<file path="src/rtl/hsa_pkg.sv">
// constants, layouts and types of the health status aggregator
// assumes one clock domain; every word is 16 bits wide
package hsa_pkg;
  localparam int WORD_W = 16;
  localparam logic [15:0] WORD_RST = 16'h0000;
  // global health word bit positions
  localparam int GH_FATAL = 0;
  localparam int GH_HW_ERR = 1;
  localparam int GH_LINK_ERR = 2;
  localparam int GH_SW_ERR = 3;
  localparam int GH_ALERT = 8;
  localparam int GH_HW_ALERT = 9;
  localparam int GH_LINK_ALERT = 10;
  localparam int GH_SW_ALERT = 11;
  localparam int GH_SENSE_ALERT = 12;
  // category and leaf word bit positions
  localparam int HW_SUPPLY = 0;
  localparam int HW_AMBIENT = 1;
  localparam int LINK_USER = 0;
  localparam int LINK_AIDING = 1;
  localparam int SW_ALGO = 0;
  localparam int SW_DATA = 1;
  localparam int DATA_CAL = 0;
  localparam int DATA_MAG = 1;
  localparam int COND_CAL_STORE = 3;
  // leaf flag counts
  localparam int POWER_FLAGS = 9;
  localparam int PORT_FLAGS = 5;
  localparam int ALGO_FLAGS = 3;
  localparam int COND_FLAGS = 3;
  // implemented bits of each word, reserved bits are zero
  localparam logic [15:0] GH_VALID = 16'h1f0f;
  localparam logic [15:0] PAIR_VALID = 16'h0003;
  localparam logic [15:0] POWER_VALID = 16'h01ff;
  localparam logic [15:0] AMBIENT_VALID = 16'h0001;
  localparam logic [15:0] PORT_VALID = 16'h001f;
  localparam logic [15:0] ALGO_VALID = 16'h0007;
  localparam logic [15:0] COND_VALID = 16'h000f;
  // field identifiers on the read port
  localparam logic [15:0] FID_GLOBAL = 16'h0100;
  localparam logic [15:0] FID_HW = 16'h0101;
  localparam logic [15:0] FID_POWER = 16'h0102;
  localparam logic [15:0] FID_AMBIENT = 16'h0103;
  localparam logic [15:0] FID_LINK = 16'h0104;
  localparam logic [15:0] FID_USER = 16'h0105;
  localparam logic [15:0] FID_AIDING = 16'h0106;
  localparam logic [15:0] FID_SW = 16'h0107;
  localparam logic [15:0] FID_ALGO = 16'h0108;
  localparam logic [15:0] FID_DATA = 16'h0109;
  localparam logic [15:0] FID_COND = 16'h010a;
  // persistency filter defaults
  localparam int PERSIST_CNT_W = 8;
  localparam int PERSIST_THRESHOLD = 4;
  localparam int PERSIST_LEAK_CYCLES = 1000;
  typedef enum logic [1:0] {PS_QUIET, PS_COUNT, PS_TRIP} hsa_persist_state_t;
  // keep only the implemented bits of a word
  function automatic logic [15:0] hsa_keep(input logic [15:0] v, input logic [15:0] valid);
    return v & valid;
  endfunction
endpackage

</file>
<file path="src/rtl/hsa_persist.sv">
// leaky-bucket persistency filter for one soft error category
// assumes i_err_level comes from a flop in the same clock domain
`timescale 1ns/1ps
module hsa_persist #(
  parameter int CNT_W = hsa_pkg::PERSIST_CNT_W,
  parameter int THRESHOLD = hsa_pkg::PERSIST_THRESHOLD,
  parameter int LEAK_CYCLES = hsa_pkg::PERSIST_LEAK_CYCLES
) (
  // clock and reset
  input wire logic i_mclk,
  input wire logic i_rst,
  // error level in, trip out
  input wire logic i_err_level,
  output logic o_trip
);
  import hsa_pkg::*;
  localparam int LK_W = $clog2(LEAK_CYCLES + 1);
  localparam logic [CNT_W-1:0] THR = CNT_W'(THRESHOLD);
  localparam logic [LK_W-1:0] LK_LAST = LK_W'(LEAK_CYCLES - 1);

  if (THRESHOLD < 1 || THRESHOLD >= (2 ** CNT_W) || LEAK_CYCLES < 1) begin : g_bad
    $error("hsa_persist: threshold or leak period out of range");
  end

  logic prev;
  logic rise;
  logic leak;
  logic [LK_W-1:0] leak_cnt;
  logic [CNT_W-1:0] count;
  logic [CNT_W-1:0] next_count;
  hsa_persist_state_t state;

  assign rise = i_err_level & ~prev;
  assign leak = (leak_cnt == LK_LAST);

  // edge detect of the error level
  always_ff @(posedge i_mclk or posedge i_rst) begin
    if (i_rst) prev <= 1'b0;
    else prev <= i_err_level;
  end

  // free running leak period
  always_ff @(posedge i_mclk or posedge i_rst) begin
    if (i_rst) leak_cnt <= '0;
    else if (leak) leak_cnt <= '0;
    else leak_cnt <= leak_cnt + 1'b1;
  end

  // high-pass occurrence count
  always_comb begin
    next_count = count;
    if (rise && !leak && count != '1) next_count = count + 1'b1;
    else if (leak && !rise && count != '0) next_count = count - 1'b1;
  end

  // trip once the count reaches threshold
  always_ff @(posedge i_mclk or posedge i_rst) begin
    if (i_rst) begin
      count <= '0;
      state <= PS_QUIET;
    end else begin
      count <= next_count;
      case (state)
        PS_QUIET: if (next_count >= THR) state <= PS_TRIP;
                  else if (next_count != '0) state <= PS_COUNT;
        PS_COUNT: if (next_count >= THR) state <= PS_TRIP;
                  else if (next_count == '0) state <= PS_QUIET;
        PS_TRIP: state <= PS_TRIP;
        default: state <= PS_QUIET;
      endcase
    end
  end

  assign o_trip = (state == PS_TRIP);

  chk_trip_count: assert property (@(posedge i_mclk) disable iff (i_rst)
    (count >= THR) |-> o_trip) else $error("count at threshold without trip");
endmodule // hsa_persist

</file>
<file path="src/rtl/hsa_top.sv">
// health status aggregator: error and alert tree with field read port
// assumes leaf flags are synchronous levels; one host reads fields by id
`timescale 1ns/1ps
// Functional notes
// fatal and error summaries in bits 0-3
// alert summaries in bits 8-12
// overall alert is OR of four
// soft failure sets category, fatal after persistency
// each alert flag gated by enable mask; code masks only the condition word, not link, sw or sensing
// hardware error is OR of hardware word
// supply error is OR of nine flags
// ambient error is OR of temperature word
// link error is OR of link word
// user port error is OR of five flags
// aiding port error matches user layout
// software error is OR of software word
// algorithm error is OR of three flags
// stored data error is OR of two
// checksum fail also set by compromising write
// hardware alert is OR of masked conditions
// condition word bits 0-2 receiver flags
// condition bit 3 follows calibration store unlock
// soft error fatal only if it recurs
// fault pin mirrors fatal summary bit
// hard failure sets fatal immediately
// reserved bits zero, tree clears on reset
// persistency window and threshold are parameters
module hsa_top #(
  parameter int PERSIST_CNT_W = hsa_pkg::PERSIST_CNT_W,
  parameter int PERSIST_THRESHOLD = hsa_pkg::PERSIST_THRESHOLD,
  parameter int PERSIST_LEAK_CYCLES = hsa_pkg::PERSIST_LEAK_CYCLES
) (
  // clock and reset
  input wire logic i_mclk,
  input wire logic i_rst,
  // hardware error leaves
  input wire logic [hsa_pkg::POWER_FLAGS-1:0] i_power_oob,
  input wire logic i_board_temp_oob,
  // serial port error leaves
  input wire logic [hsa_pkg::PORT_FLAGS-1:0] i_user_port_flags,
  input wire logic [hsa_pkg::PORT_FLAGS-1:0] i_aiding_port_flags,
  // software error leaves
  input wire logic [hsa_pkg::ALGO_FLAGS-1:0] i_algo_flags,
  input wire logic i_cal_crc_mismatch,
  input wire logic i_cal_nv_write,
  input wire logic i_cal_revalidated,
  input wire logic i_mag_align_oob,
  // hardware conditions and alert mask
  input wire logic [hsa_pkg::COND_FLAGS-1:0] i_hw_cond,
  input wire logic i_cal_store_unlocked,
  input wire logic [hsa_pkg::WORD_W-1:0] i_hw_alert_mask,
  // category alerts reduced elsewhere
  input wire logic i_link_alert_summary,
  input wire logic i_sw_alert_summary,
  input wire logic i_sensing_alert_summary,
  // field read port
  input wire logic i_field_rd,
  input wire logic [hsa_pkg::WORD_W-1:0] i_field_id,
  output logic o_field_ack,
  output logic o_field_bad,
  output logic [hsa_pkg::WORD_W-1:0] o_field_data,
  // fault pin
  output logic o_hw_fault
);
  import hsa_pkg::*;

  // leaf words
  logic [15:0] power_error_word;
  logic [15:0] environment_error_word;
  logic [15:0] user_port_error_word;
  logic [15:0] aiding_port_error_word;
  logic [15:0] algorithm_error_word;
  logic [15:0] data_error_word;
  logic [15:0] hw_condition_word;
  // category and global words
  logic [15:0] hw_error_word;
  logic [15:0] link_error_word;
  logic [15:0] sw_error_word;
  logic [15:0] global_health_word;
  // summary signals
  logic supply_err;
  logic ambient_err;
  logic user_port_err;
  logic aiding_port_err;
  logic algo_err;
  logic stored_data_err;
  logic hw_err_summary;
  logic link_err_summary;
  logic sw_err_summary;
  logic hw_alert_summary;
  logic alert_summary;
  logic fatal_summary;
  logic next_fatal;
  logic hard_any;
  logic trip_hw;
  logic trip_link;
  logic cal_compromised;
  logic [15:0] next_field_data;
  logic next_field_bad;

  // supply flags captured each cycle
  always_ff @(posedge i_mclk or posedge i_rst) begin
    if (i_rst) power_error_word <= WORD_RST;
    else power_error_word <= hsa_keep(16'(i_power_oob), POWER_VALID);
  end

  // board temperature flag
  always_ff @(posedge i_mclk or posedge i_rst) begin
    if (i_rst) environment_error_word <= WORD_RST;
    else environment_error_word <= hsa_keep(16'(i_board_temp_oob), AMBIENT_VALID);
  end

  // user port flags
  always_ff @(posedge i_mclk or posedge i_rst) begin
    if (i_rst) user_port_error_word <= WORD_RST;
    else user_port_error_word <= hsa_keep(16'(i_user_port_flags), PORT_VALID);
  end

  // aiding port flags, same layout
  always_ff @(posedge i_mclk or posedge i_rst) begin
    if (i_rst) aiding_port_error_word <= WORD_RST;
    else aiding_port_error_word <= hsa_keep(16'(i_aiding_port_flags), PORT_VALID);
  end

  // algorithm flags
  always_ff @(posedge i_mclk or posedge i_rst) begin
    if (i_rst) algorithm_error_word <= WORD_RST;
    else algorithm_error_word <= hsa_keep(16'(i_algo_flags), ALGO_VALID);
  end

  // compromise latch, a write wins over revalidation
  always_ff @(posedge i_mclk or posedge i_rst) begin
    if (i_rst) cal_compromised <= 1'b0;
    else if (i_cal_nv_write) cal_compromised <= 1'b1;
    else if (i_cal_revalidated) cal_compromised <= 1'b0;
  end

  // stored data flags, checksum bit folds in the compromise
  always_ff @(posedge i_mclk or posedge i_rst) begin
    if (i_rst) begin
      data_error_word <= WORD_RST;
    end else begin
      data_error_word <= WORD_RST;
      data_error_word[DATA_CAL] <= i_cal_crc_mismatch | i_cal_nv_write
                                   | (cal_compromised & ~i_cal_revalidated);
      data_error_word[DATA_MAG] <= i_mag_align_oob;
    end
  end

  // receiver conditions, R18 store unlock in bit 3
  always_ff @(posedge i_mclk or posedge i_rst) begin
    if (i_rst) begin
      hw_condition_word <= WORD_RST;
    end else begin
      hw_condition_word <= hsa_keep(16'(i_hw_cond), COND_VALID);
      hw_condition_word[COND_CAL_STORE] <= i_cal_store_unlocked;
    end
  end

  // supply error reduction
  assign supply_err = |power_error_word;
  // ambient error reduction
  assign ambient_err = |environment_error_word;
  // user port reduction
  assign user_port_err = |user_port_error_word;
  // aiding port reduction
  assign aiding_port_err = |aiding_port_error_word;
  // algorithm reduction
  assign algo_err = |algorithm_error_word;
  // stored data reduction
  assign stored_data_err = |data_error_word;

  // hardware error word and summary
  always_comb begin
    hw_error_word = WORD_RST;
    hw_error_word[HW_SUPPLY] = supply_err;
    hw_error_word[HW_AMBIENT] = ambient_err;
  end
  assign hw_err_summary = |hw_error_word;

  // link error word and summary
  always_comb begin
    link_error_word = WORD_RST;
    link_error_word[LINK_USER] = user_port_err;
    link_error_word[LINK_AIDING] = aiding_port_err;
  end
  assign link_err_summary = |link_error_word;

  // software error word and summary
  always_comb begin
    sw_error_word = WORD_RST;
    sw_error_word[SW_ALGO] = algo_err;
    sw_error_word[SW_DATA] = stored_data_err;
  end
  assign sw_err_summary = |sw_error_word;

  // masked condition reduction, R5 per-flag enable
  assign hw_alert_summary = |(hw_condition_word & i_hw_alert_mask);
  // overall alert from the four categories
  assign alert_summary = hw_alert_summary | i_link_alert_summary
                         | i_sw_alert_summary | i_sensing_alert_summary;

  // persistency filters sized by parameters
  hsa_persist #(
    .CNT_W(PERSIST_CNT_W),
    .THRESHOLD(PERSIST_THRESHOLD),
    .LEAK_CYCLES(PERSIST_LEAK_CYCLES)
  ) u_persist_hw (
    .i_mclk(i_mclk),
    .i_rst(i_rst),
    .i_err_level(hw_err_summary),
    .o_trip(trip_hw)
  );

  hsa_persist #(
    .CNT_W(PERSIST_CNT_W),
    .THRESHOLD(PERSIST_THRESHOLD),
    .LEAK_CYCLES(PERSIST_LEAK_CYCLES)
  ) u_persist_link (
    .i_mclk(i_mclk),
    .i_rst(i_rst),
    .i_err_level(link_err_summary),
    .o_trip(trip_link)
  );

  // hard categories bypass the filter
  assign hard_any = sw_err_summary;
  // soft errors reach fatal only through a trip
  assign next_fatal = fatal_summary | hard_any | trip_hw | trip_link;

  // fatal summary holds until reset
  always_ff @(posedge i_mclk or posedge i_rst) begin
    if (i_rst) fatal_summary <= 1'b0;
    else fatal_summary <= next_fatal;
  end

  // fault pin is the fatal flop itself
  assign o_hw_fault = fatal_summary;

  // error half, R2 alert half, R22 reserved zero
  always_comb begin
    global_health_word = WORD_RST;
    global_health_word[GH_FATAL] = fatal_summary;
    global_health_word[GH_HW_ERR] = hw_err_summary;
    global_health_word[GH_LINK_ERR] = link_err_summary;
    global_health_word[GH_SW_ERR] = sw_err_summary;
    global_health_word[GH_ALERT] = alert_summary;
    global_health_word[GH_HW_ALERT] = hw_alert_summary;
    global_health_word[GH_LINK_ALERT] = i_link_alert_summary;
    global_health_word[GH_SW_ALERT] = i_sw_alert_summary;
    global_health_word[GH_SENSE_ALERT] = i_sensing_alert_summary;
    global_health_word = hsa_keep(global_health_word, GH_VALID);
  end

  // field select by identifier
  always_comb begin
    next_field_bad = 1'b0;
    case (i_field_id)
      FID_GLOBAL: next_field_data = global_health_word;
      FID_HW: next_field_data = hw_error_word;
      FID_POWER: next_field_data = power_error_word;
      FID_AMBIENT: next_field_data = environment_error_word;
      FID_LINK: next_field_data = link_error_word;
      FID_USER: next_field_data = user_port_error_word;
      FID_AIDING: next_field_data = aiding_port_error_word;
      FID_SW: next_field_data = sw_error_word;
      FID_ALGO: next_field_data = algorithm_error_word;
      FID_DATA: next_field_data = data_error_word;
      FID_COND: next_field_data = hw_condition_word;
      default: begin
        next_field_data = WORD_RST;
        next_field_bad = 1'b1;
      end
    endcase
  end

  // read answer one cycle after the request
  always_ff @(posedge i_mclk or posedge i_rst) begin
    if (i_rst) begin
      o_field_ack <= 1'b0;
      o_field_bad <= 1'b0;
      o_field_data <= WORD_RST;
    end else begin
      o_field_ack <= i_field_rd;
      if (i_field_rd) begin
        o_field_bad <= next_field_bad;
        o_field_data <= next_field_data;
      end
    end
  end

  // checks on the aggregation tree
  // pin agrees with the fatal bit that a global read returns
  chk_fault_pin_mirror: assert property (@(posedge i_mclk) disable iff (i_rst)
    o_field_ack && $past(i_field_id) == FID_GLOBAL
    |-> o_field_data[GH_FATAL] == $past(o_hw_fault))
    else $error("fault pin differs from fatal bit");

  // overall alert is OR of categories
  chk_alert_or_tree: assert property (@(posedge i_mclk) disable iff (i_rst)
    global_health_word[GH_ALERT] == |global_health_word[GH_SENSE_ALERT:GH_HW_ALERT])
    else $error("overall alert not the OR of categories");

  // hard input is fatal two edges later
  chk_hard_fatal_fast: assert property (@(posedge i_mclk) disable iff (i_rst)
    (|i_algo_flags || i_mag_align_oob) |-> ##2 o_hw_fault)
    else $error("hard failure did not reach fatal in time");

  // reserved global bits stay zero
  chk_reserved_zero: assert property (@(posedge i_mclk) disable iff (i_rst)
    (global_health_word & ~GH_VALID) == 16'h0000) else $error("reserved bit set");

  // fatal rises only from a hard error or a trip
  chk_soft_needs_trip: assert property (@(posedge i_mclk) disable iff (i_rst)
    $rose(fatal_summary) |-> $past(hard_any) || $past(trip_hw) || $past(trip_link))
    else $error("fatal set without hard error or trip");

  // compromising write flags the checksum
  chk_cal_compromise: assert property (@(posedge i_mclk) disable iff (i_rst)
    i_cal_nv_write |=> data_error_word[DATA_CAL] && global_health_word[GH_SW_ERR])
    else $error("nonvolatile write did not flag checksum");

  // masked conditions raise no hardware alert
  chk_alert_gated: assert property (@(posedge i_mclk) disable iff (i_rst)
    ((hw_condition_word & i_hw_alert_mask) == 16'h0000) |-> !global_health_word[GH_HW_ALERT])
    else $error("hardware alert raised by a masked flag");

  // user port flag shows in link error two levels up
  chk_user_port_path: assert property (@(posedge i_mclk) disable iff (i_rst)
    |i_user_port_flags |=> global_health_word[GH_LINK_ERR] && link_error_word[LINK_USER])
    else $error("user port flag lost in tree");

  // condition bit 3 tracks store unlock
  chk_store_unlock: assert property (@(posedge i_mclk) disable iff (i_rst)
    hw_condition_word[COND_CAL_STORE] == $past(i_cal_store_unlocked))
    else $error("store unlock bit wrong");

  // global read answers in the next cycle with the bad flag clear
  chk_field_answer: assert property (@(posedge i_mclk) disable iff (i_rst)
    i_field_rd && i_field_id == FID_GLOBAL |=> o_field_ack && !o_field_bad)
    else $error("field read not answered");
endmodule // hsa_top

</file>
<file path="config.mk">
export PLATFORM = sky130hd
export DESIGN_NAME = hsa_top
export DESIGN_NICKNAME = d
export VERILOG_FILES = /design/src/rtl/hsa_pkg.sv /design/src/rtl/hsa_persist.sv /design/src/rtl/hsa_top.sv
export SDC_FILE = /design/constraint.sdc
export NUM_CORES = 1
export LEC_CHECK = 0
export BUFFER_PORTS_ARGS = -buffer_cell sky130_fd_sc_hd__buf_2
export CAP_MARGIN = 30
export CORE_MARGIN = 3
export CORE_UTILIZATION = 59
export DETAILED_ROUTE_END_ITERATION = 6
export PLACE_DENSITY = 0.92
export RECOVER_POWER = 100
export SLEW_MARGIN = 0
export SYNTH_ARGS = -nofsm -noshare
export SYNTH_HDL_FRONTEND = slang
export SYNTH_SLANG_ARGS = --single-unit
</file>
<file path="constraint.sdc">
create_clock -name i_mclk -period 6.1 [get_ports i_mclk]
set_input_delay 1.525 -clock i_mclk [delete_from_list [all_inputs] [get_ports i_mclk]]
set_output_delay 1.525 -clock i_mclk [all_outputs]
set_load 0.005 [all_outputs]
</file>
==> results of run 1 <==
==> area by class of cell <==
| cell class | count | area share |
|---|---|---|
| flip-flops and latches | 88 | 0.455 |
| multi-input cells | 282 | 0.389 |
| repair buffers | 74 | 0.0750 |
| clock buffers | 9 | 0.0256 |
| well taps | 96 | 0.0248 |
| clock inverters | 7 | 0.0155 |
| inverters | 18 | 0.0142 |
==> stage by stage <==
| step | cells | utilization | hold slack, ns | area [um^2] | total power, mW |
|---|---|---|---|---|---|
| finish | 574 | 0.700 | 0.467 | 4840 | 1.11 |
| global route | 574 | 0.700 | 0.489 | 4840 | 1.16 |
| CTS | 574 | 0.705 | 0.473 | 4870 | 1.12 |
| detailed placement | 558 | 0.676 | 0.459 | 4670 | 0.721 |
| global placement | 558 | 0.676 | 0.438 | 4670 | 0.715 |
| floorplan | 405 | - | 0.425 | 4270 | 0.684 |
==> logic make-up (layout without fill, tap and decap cells) <==
group	after synthesis	after routing	share of synthesized area
XOR/XNOR	23	23	0.0491
flip-flops	88	88	0.517
buffers and inverters	35	108	0.0373
AND/OR/NAND/NOR	161	161	0.211
AO/OA/AOI/OAI	83	83	0.152
other	1	3	0.000880
multiplexers	4	4	0.00940
adder cells (fa/ha/maj)	8	8	0.0235
==> layer usage <==
metal	global-route usage	share of wire	vias to the layer above
met1	0.324	0.41	1704
li1	-	-	1620
met2	0.412	0.51	183
met5	0	0	-
met4	0.0590	0.011	0
met3	0.0605	0.075	11
==> cell usage after synthesis (2+ instances only) <==
cell,count,area [um^2]
xnor2_1,10,87.6
nor4b_1,2,17.5
xor2_1,12,105
nand3_1,21,105
a21o_1,2,15.0
nand2_1,21,78.8
inv_1,17,63.8
nor4_1,9,56.3
and4_1,3,26.3
a22o_1,5,43.8
and2_1,8,50.1
buf_6,2,22.5
a31o_2,4,35.0
nor2b_1,5,31.3
nor3b_1,3,22.5
nand3b_1,3,22.5
o211a_1,2,20.0
o21ai_0,12,60.1
a311oi_1,2,17.5
nand2b_1,3,18.8
nor2_1,31,116
a22oi_1,7,52.6
or4_4,2,22.5
o211ai_1,2,15.0
dfrtp_1,88,2200
a31oi_1,9,56.3
a211oi_1,5,37.5
o41ai_1,2,17.5
clkbuf_1,10,37.5
mux2i_1,4,40.0
a21oi_1,6,30.0
or4_1,5,37.5
or2_2,2,12.5
o2bb2ai_1,6,52.6
o22ai_1,2,12.5
a41oi_1,2,17.5
ha_1,8,100
nor3_1,13,65.1
nand4_1,8,50.1
buf_4,3,22.5
and3_1,14,87.6
==> state kept, by name, indices dropped and copies added, names as in the netlist, 3 cells and up <==
name,flops
u_persist_link.leak_cnt,10
hw_condition_word,4
u_persist_hw.leak_cnt,10
user_port_error_word,5
aiding_port_error_word,5
u_persist_link.count,8
u_persist_hw.count,8
algorithm_error_word,3
power_error_word,9
o_field_data,13
==> where the power goes <==
group | switching, mW | internal (mW) | total (mW)
registers | 0.0159 | 0.602 | 0.618
clock network | 0.236 | 0.162 | 0.398
logic | 0.0554 | 0.0377 | 0.0931
==> critical path, stage by stage, from the launching register on <==
cell and delay, ns:
dfrtp_1 0.39, or4_4 0.55, o41ai_1 1.55, nor3_1 0.27, a41oi_1 0.35, xnor2_1 0.14
nor4_1 0.51, o211a_1 0.24
==> worst paths after layout <==
| kind | endpoint | cells past startpoint |
|---|---|---|
| hold / removal | u_persist_link.leak_cnt[0] | 1 |
| setup reg to reg | u_persist_link.state[0] | 7 |
| max in group asynchronous | algorithm_error_word[1] | 3 |
| min in group asynchronous | power_error_word[3] | 2 |
| hold reg to reg | u_persist_link.leak_cnt[0] | 1 |
| setup / recovery | u_persist_link.state[0] | 7 |
==> metrics.txt, run 1 <==
Register Area=2200 um^2; Tot GR Track Use=0.246; vias per cell=6.13; crit path capture type=flop; TritonCTS clock tree=done; Setup Fix Bufs, Post-CTS=0; antenna cell count=0; area of the multi-input gates=1880 um^2; vias in the first global route=3,417; Critical R2R Launch=aiding_port_error_word[2]; post_cts resized=0; # nets final=550; count of hold-fix buffers inserted at cts=0; CP arrival=4.37 ns; critical path launch point=aiding_port_error_word[2]; maxcap violations=1; pre-CTS setup slack=2.56 ns; largest net degree at the start of global routing=56; clk slew on worst S/H paths=0.10 ns; Syn-to-layout area delta=13.5%; number of synthesized register bits=88; FILL cells=519; count of final setup violators=0; Distinct cells, synth=69; final wirelength=9800 um; Rel. slew slack=-0.281; Routed Antenna Nets=0; HPWL after DPL=6960 um; most frequent cells in the layout=dfrtp_1, buf_2, nor2_1, nand3_1, nand2_1; Yosys Warn Count=0; drt first pass iters=5; fin crit share=0.666; CORE AREA=6910 um^2; share of cells above drive strength 1=0.203; Netlist Area Pre-Place=4260 um^2; Async SR Flop Fraction=1.00; crit path launch type=flop; Final GP Congestion=0.905; min-delay src=u_persist_link.leak_cnt[0]; CTS Buf Count=9; H-tree levels=3; min-delay worst type=flop to flop; sequential share of the synthesized area=0.517; initial antenna violation count=0; min Tclk post-route=4.06 ns; initial cell density of the core=0.617; Max VDD drop=0.000175 V; final clock skew=0.0106 ns; required time of the critical path=6.41 ns; Synth Flop Type=dfrtp_1; Synth Instances=403; Lkg Pwr=2.23 nW; worst reg2reg setup slack=2.04 ns; Fin Setup TNS=0 ns; gr ovfl total=0; number of flops mapped to enable cells by yosys=0; Port Buffers=72; PnR worst setup slack=2.04 ns; DRT iter0 DRCs=256; clock buffer depth=2; CTS sink count=88; per-cell routed wire length=17.1 um; crit-path max FO=12; die area=8270 um^2; Peak Freq=0.246 GHz; outcome=complete, but fails checks; Mean Syn Cell Area=10.6 um^2; failing checks=max-capacitance violations, max-slew violations; root buffer cell=clkbuf_8; first-pass GRT wire length=16,600 um; drc violations=0; Die H=91.0 um; Worst-Skew Late Latency=0.37 ns; CP Class=flop to flop; Hold Fails Final Rpt=0; Final Max Slew Viols=13; Slew @ Worst Pin=1.90 ns; num rows=30; most common cell after layout, fill and taps aside=dfrtp_1; io pins=88; vias=3,518; RSZ-0062 raised after global routing=no; PwrDens=229 nW/um^2; Die W=91.0 um
(Power assumes the default switching activity.)
==> run 2, diff against run 1 <==
--- a/config.mk
+++ b/config.mk
@@ -8,9 +8,9 @@
 export BUFFER_PORTS_ARGS = -buffer_cell sky130_fd_sc_hd__buf_2
 export CAP_MARGIN = 30
 export CORE_MARGIN = 3
-export CORE_UTILIZATION = 59
+export CORE_UTILIZATION = 55
 export DETAILED_ROUTE_END_ITERATION = 6
-export PLACE_DENSITY = 0.92
+export PLACE_DENSITY = 0.87
 export RECOVER_POWER = 100
 export SLEW_MARGIN = 0
 export SYNTH_ARGS = -nofsm -noshare
==> constraint.sdc (replaced) <==
create_clock -name i_mclk -period 4 [get_ports i_mclk]
set_input_delay 1 -clock i_mclk [delete_from_list [all_inputs] [get_ports i_mclk]]
set_output_delay 1 -clock i_mclk [all_outputs]
set_load 0.005 [all_outputs]
==> run 2 against run 1 <==
Against the previous run: worst setup slack worse by 1.1 ns; hold slack worse by 0.0097 ns; critical path type unchanged; sequential share of layout area is 0.15 points higher; the run still ends with max-capacitance violations, max-slew violations left; maximum frequency is 33% higher.
==> metrics.txt, run 2 (synthesis gave the netlist of run 1 again) <==
clk slew on worst S/H paths=0.09 ns; biggest regs=o_field_data: 13 flops, u_persist_hw.leak_cnt: 10 flops, u_persist_link.leak_cnt: 10 flops; Fin Setup TNS=0 ns; min Tclk post-route=3.05 ns; CP max stage cell=o41ai_1; Most flops, register=o_field_data; Hold Fails Final Rpt=0; Rel. slew slack=-0.253; crit path capture type=flop; crit path launch type=flop; CP Cell Sequence=or4_4 -> or4_1 -> and2_4 -> o41ai_1 -> xor2_2 -> nor4_1 -> o211a_1; Syn-to-layout area delta=13.2%; PwrDens=343 nW/um^2; Register Area=2200 um^2; fin crit share=0.764; FILL cells=567; outcome=complete, but fails checks; clock buffer depth=2; Max VDD drop=0.000246 V; fin util=0.654; post_cts resized=0; io pins=88; die area=8840 um^2; vias in the first global route=3,348; Setup Fix Bufs, Post-CTS=0; worst reg2reg setup slack=0.95 ns; hold slack=0.458 ns; Power Total=1.66 mW; drc violations=0; required time of the critical path=4.30 ns; Final GP Congestion=0.898; H-tree levels=3; per-cell routed wire length=16.1 um; Die W=94 um; vias per cell=5.80; final clock skew=0.00782 ns; CTS sink count=88; maxcap violations=1; CTS Buf Count=9; num rows=31; CP Class=flop to flop; most common cell after layout, fill and taps aside=dfrtp_1; initial antenna violation count=0; final wirelength=9300 um; drt first pass iters=5; Die H=94 um; RSZ-0062 raised after global routing=no; Peak Freq=0.327 GHz; Tot GR Track Use=0.222; HPWL after DPL=6870 um; Routed Antenna Nets=0; pre-CTS setup slack=0.992 ns; count of hold-fix buffers inserted at cts=0; TritonCTS clock tree=done; antenna cell count=0; DRT iter0 DRCs=234; root buffer cell=clkbuf_8; Final Max Slew Viols=45; Worst-Skew Late Latency=0.36 ns; share of cells above drive strength 1=0.202; CORE AREA=7370 um^2; most frequent cells in the layout=dfrtp_1, buf_2, nor2_1, nand3_1, nand2_1; area of the multi-input gates=1870 um^2; PnR worst setup slack=0.945 ns; count of final setup violators=0; max FFs per register=13; # nets final=552; failing checks=max-capacitance violations, max-slew violations; initial cell density of the core=0.578; min-delay worst type=flop to flop; Port Buffers=72; CP arrival=3.36 ns; Lkg Pwr=2.22 nW; gr ovfl total=0; max incr delay on CP=0.56 ns; largest net degree at the start of global routing=45; vias=3,359; Slew @ Worst Pin=1.87 ns; crit-path max FO=4; first-pass GRT wire length=15,500 um
[run 2: cell count changes in the layout (fill, tap and decap cells not counted)]
cell / change
inv_6: +3
clkbuf_1: +2
inv_8: -2
clkinv_2: +1
clkinv_4: -1
clkinv_8: -1
o41ai_2: +1
o41ai_4: -1
[run 2: layout make-up]
type | count | share of cell area
flip-flops and latches | 88 | 0.457
multi-input cells | 282 | 0.388
repair buffers | 76 | 0.0768
clock buffers | 9 | 0.0257
well taps | 99 | 0.0257
inverters | 18 | 0.0143
clock inverters | 7 | 0.0122
[run 2: power by group]
| group | internal (mW) | leakage, nW | switching (mW) | total (mW) |
|---|---|---|---|---|
| Clock | 0.238 | 0.0929 | 0.335 | 0.573 |
| Sequential | 0.918 | 1.08 | 0.0252 | 0.944 |
| Combinational | 0.0571 | 1.05 | 0.0815 | 0.139 |
[run 2: final timing paths]
| check | startpoint | end | cells past startpoint |
|---|---|---|---|
| worst min-delay path | u_persist_link.leak_cnt[0] | u_persist_link.leak_cnt[0] | 1 |
| max in group asynchronous | i_rst | u_persist_link.leak_cnt[8] | 3 |
| worst max-delay path | aiding_port_error_word[2] | u_persist_link.state[0] | 7 |
| worst min register to register | u_persist_link.leak_cnt[0] | u_persist_link.leak_cnt[0] | 1 |
| min in group asynchronous | i_rst | u_persist_hw.count[6] | 2 |
| worst max register to register | aiding_port_error_word[2] | u_persist_link.state[0] | 7 |
[run 2: through the flow]
stage,instance area [um^2],std cells
after floorplan,4270,405
after detailed placement,4690,563
after CTS,4870,579
final,4820,579
after global routing,4820,579
after global placement,4690,563
[run 2: layer usage]
metal  share of wire  up-vias  GRT usage  wire [um]
met1            0.44     1619      0.304       4110
met2            0.49      104      0.343       4550
met3           0.055       12     0.0537        514
li1                -     1624          -          -
met5               0        -          0          0
met4           0.013        0     0.0794        124
[run 2: critical path: cells and delay by family, from the launching register on]
| family | cells | cell delay [ns] |
|---|---|---|
| and+or+nand+nor | 4 | 1.66 |
| AOI/OAI and AO/OA | 2 | 0.78 |
| DFF | 1 | 0.40 |
| xor gates and xnor gates | 1 | 0.14 |
==> run 3, diff against run 2 <==
--- a/config.mk
+++ b/config.mk
@@ -8,9 +8,9 @@
 export BUFFER_PORTS_ARGS = -buffer_cell sky130_fd_sc_hd__buf_2
 export CAP_MARGIN = 30
 export CORE_MARGIN = 3
-export CORE_UTILIZATION = 55
+export CORE_UTILIZATION = 49
 export DETAILED_ROUTE_END_ITERATION = 6
-export PLACE_DENSITY = 0.87
+export PLACE_DENSITY = 0.82
 export RECOVER_POWER = 100
 export SLEW_MARGIN = 0
 export SYNTH_ARGS = -nofsm -noshare
==> constraint.sdc (replaced) <==
create_clock -name i_mclk -period 2.8 [get_ports i_mclk]
set_input_delay 0.7 -clock i_mclk [delete_from_list [all_inputs] [get_ports i_mclk]]
set_output_delay 0.7 -clock i_mclk [all_outputs]
set_load 0.005 [all_outputs]
==> run 3 against run 2 <==
Against the previous run: the flow now finishes without violations; global-route usage down 2.9 points; clock skew rose by 0.0035 ns; final cell count increased by 3.3%; first-iteration DRC count down 41%; highest routed layer unchanged; non-clock buffer count grew 13; maximum frequency rose by 16%; cell area grew 3.2%; routed wire length about the same.
==> metrics.txt, run 3 (synthesis gave the netlist of run 1 again) <==
Die W=99.2 um; min Tclk post-route=2.63 ns; root buffer cell=clkbuf_8; most frequent cells in the layout=dfrtp_1, buf_2, nor2_1, nand2_1, nand3_1; HPWL after DPL=7010 um; Slew @ Worst Pin=1.14 ns; pre-CTS setup slack=-0.0167 ns; fin util=0.597; Rel. slew slack=0.239; Final Max Slew Viols=0; clock buffer depth=2; max incr delay on CP=0.54 ns; Power Total=2.41 mW; # nets final=565; per-cell routed wire length=15.5 um; io pins=88; PwrDens=485 nW/um^2; min-delay worst type=primary input to flop; CP Class=flop to flop; required time of the critical path=3.11 ns; TritonCTS clock tree=done; maxcap violations=0; most common cell after layout, fill and taps aside=dfrtp_1; vias=3,413; count of final setup violators=0; Routed Antenna Nets=0; die area=9850 um^2; hold slack=0.434 ns; RSZ-0062 raised after global routing=no; Syn-to-layout area delta=16.8%; clk slew on worst S/H paths=0.10 ns; CP max stage cell=or4_4; max FFs per register=13; CORE AREA=8340 um^2; family with the most delay on the worst path=simple AND/OR/NAND/NOR gates; vias in the first global route=3,275; Final GP Congestion=0.909; drc violations=0; vias per cell=5.71; crit-path max FO=4; Port Buffers=72; Worst-Skew Late Latency=0.36 ns; crit path launch type=flop; DRT iter0 DRCs=139; biggest regs=o_field_data: 13 flops, u_persist_hw.leak_cnt: 10 flops, u_persist_link.leak_cnt: 10 flops; most used cell, CP=or4_4; gr ovfl total=0; Tot GR Track Use=0.193; initial cell density of the core=0.511; Lkg Pwr=2.30 nW; count of hold-fix buffers inserted at cts=0; share of cells above drive strength 1=0.231; Peak Freq=0.380 GHz; CTS Buf Count=9; antenna cell count=0; final clock skew=0.0113 ns; CTS sink count=88; crit path capture type=flop; first-pass GRT wire length=15,300 um; FILL cells=676; H-tree levels=3; drt first pass iters=4; worst reg2reg setup slack=0.17 ns; initial antenna violation count=0; CP Cell Sequence=or4_4 -> or4_4 -> and2_4 -> o41ai_4 -> xor2_2 -> nor4_2 -> o211a_1; Hold Fails Final Rpt=0; Most flops, register=o_field_data; PnR worst setup slack=0.167 ns; CP arrival=2.94 ns; fin crit share=0.941; largest net degree at the start of global routing=33; Die H=99.2 um; final wirelength=9300 um; Fin Setup TNS=0 ns; crit path buf inv count=0; outcome=finished, final reports clean; Max VDD drop=0.000296 V; num rows=33
[run 3: changes by cell type in the layout (fill, tap and decap cells not counted), sizes merged]
cell      before  now
inv           21   20
clkinvlp       2    1
buf           64   72
clkbuf        21   26
clkinv         2    4
[run 3: worst paths after layout]
| path | depth (start not counted) | from | end |
|---|---|---|---|
| min in group asynchronous | 2 | i_rst | aiding_port_error_word[3] |
| hold reg to reg | 1 | u_persist_hw.state[0] | u_persist_hw.state[1] |
| setup reg to reg | 7 | aiding_port_error_word[2] | u_persist_link.state[0] |
| setup / recovery | 7 | aiding_port_error_word[2] | u_persist_link.state[0] |
| hold / removal | 1 | i_algo_flags[2] | algorithm_error_word[2] |
| max in group asynchronous | 4 | i_rst | o_field_data[5] |
[run 3: cell type report]
type	instances	area, um^2	share of cell area
clock buffers	9	124	0.0249
clock inverters	7	73.8	0.0148
inverters	18	68.8	0.0138
multi-input cells	282	1920	0.387
flip-flops and latches	88	2200	0.443
well taps	105	131	0.0264
repair buffers	89	452	0.0908
[run 3: per-layer routing]
layer	global-route usage	vias to the layer above	wire [um]
li1	-	1661	-
met1	0.267	1654	4140
met3	0.0533	12	584
met2	0.286	86	4430
met4	0.0809	0	144
met5	0	-	0
[run 3: power by group]
part	internal (mW)	leakage (nW)	switching, mW
Clock	0.352	0.101	0.511
Combinational	0.0856	1.12	0.119
Sequential	1.31	1.08	0.0345
Total	1.75	2.30	0.665
[run 3: stage by stage]
stage	cell area, um^2	cells
CTS	5010	598
finish	4980	598
floorplan	4270	405
global route	4980	598
global placement	4810	582
detailed placement	4810	582
[run 3: timing repair]
action                     CTS  global route
gates resized for setup      1             4
buffers inserted             0             0
setup endpoints to repair    2             2
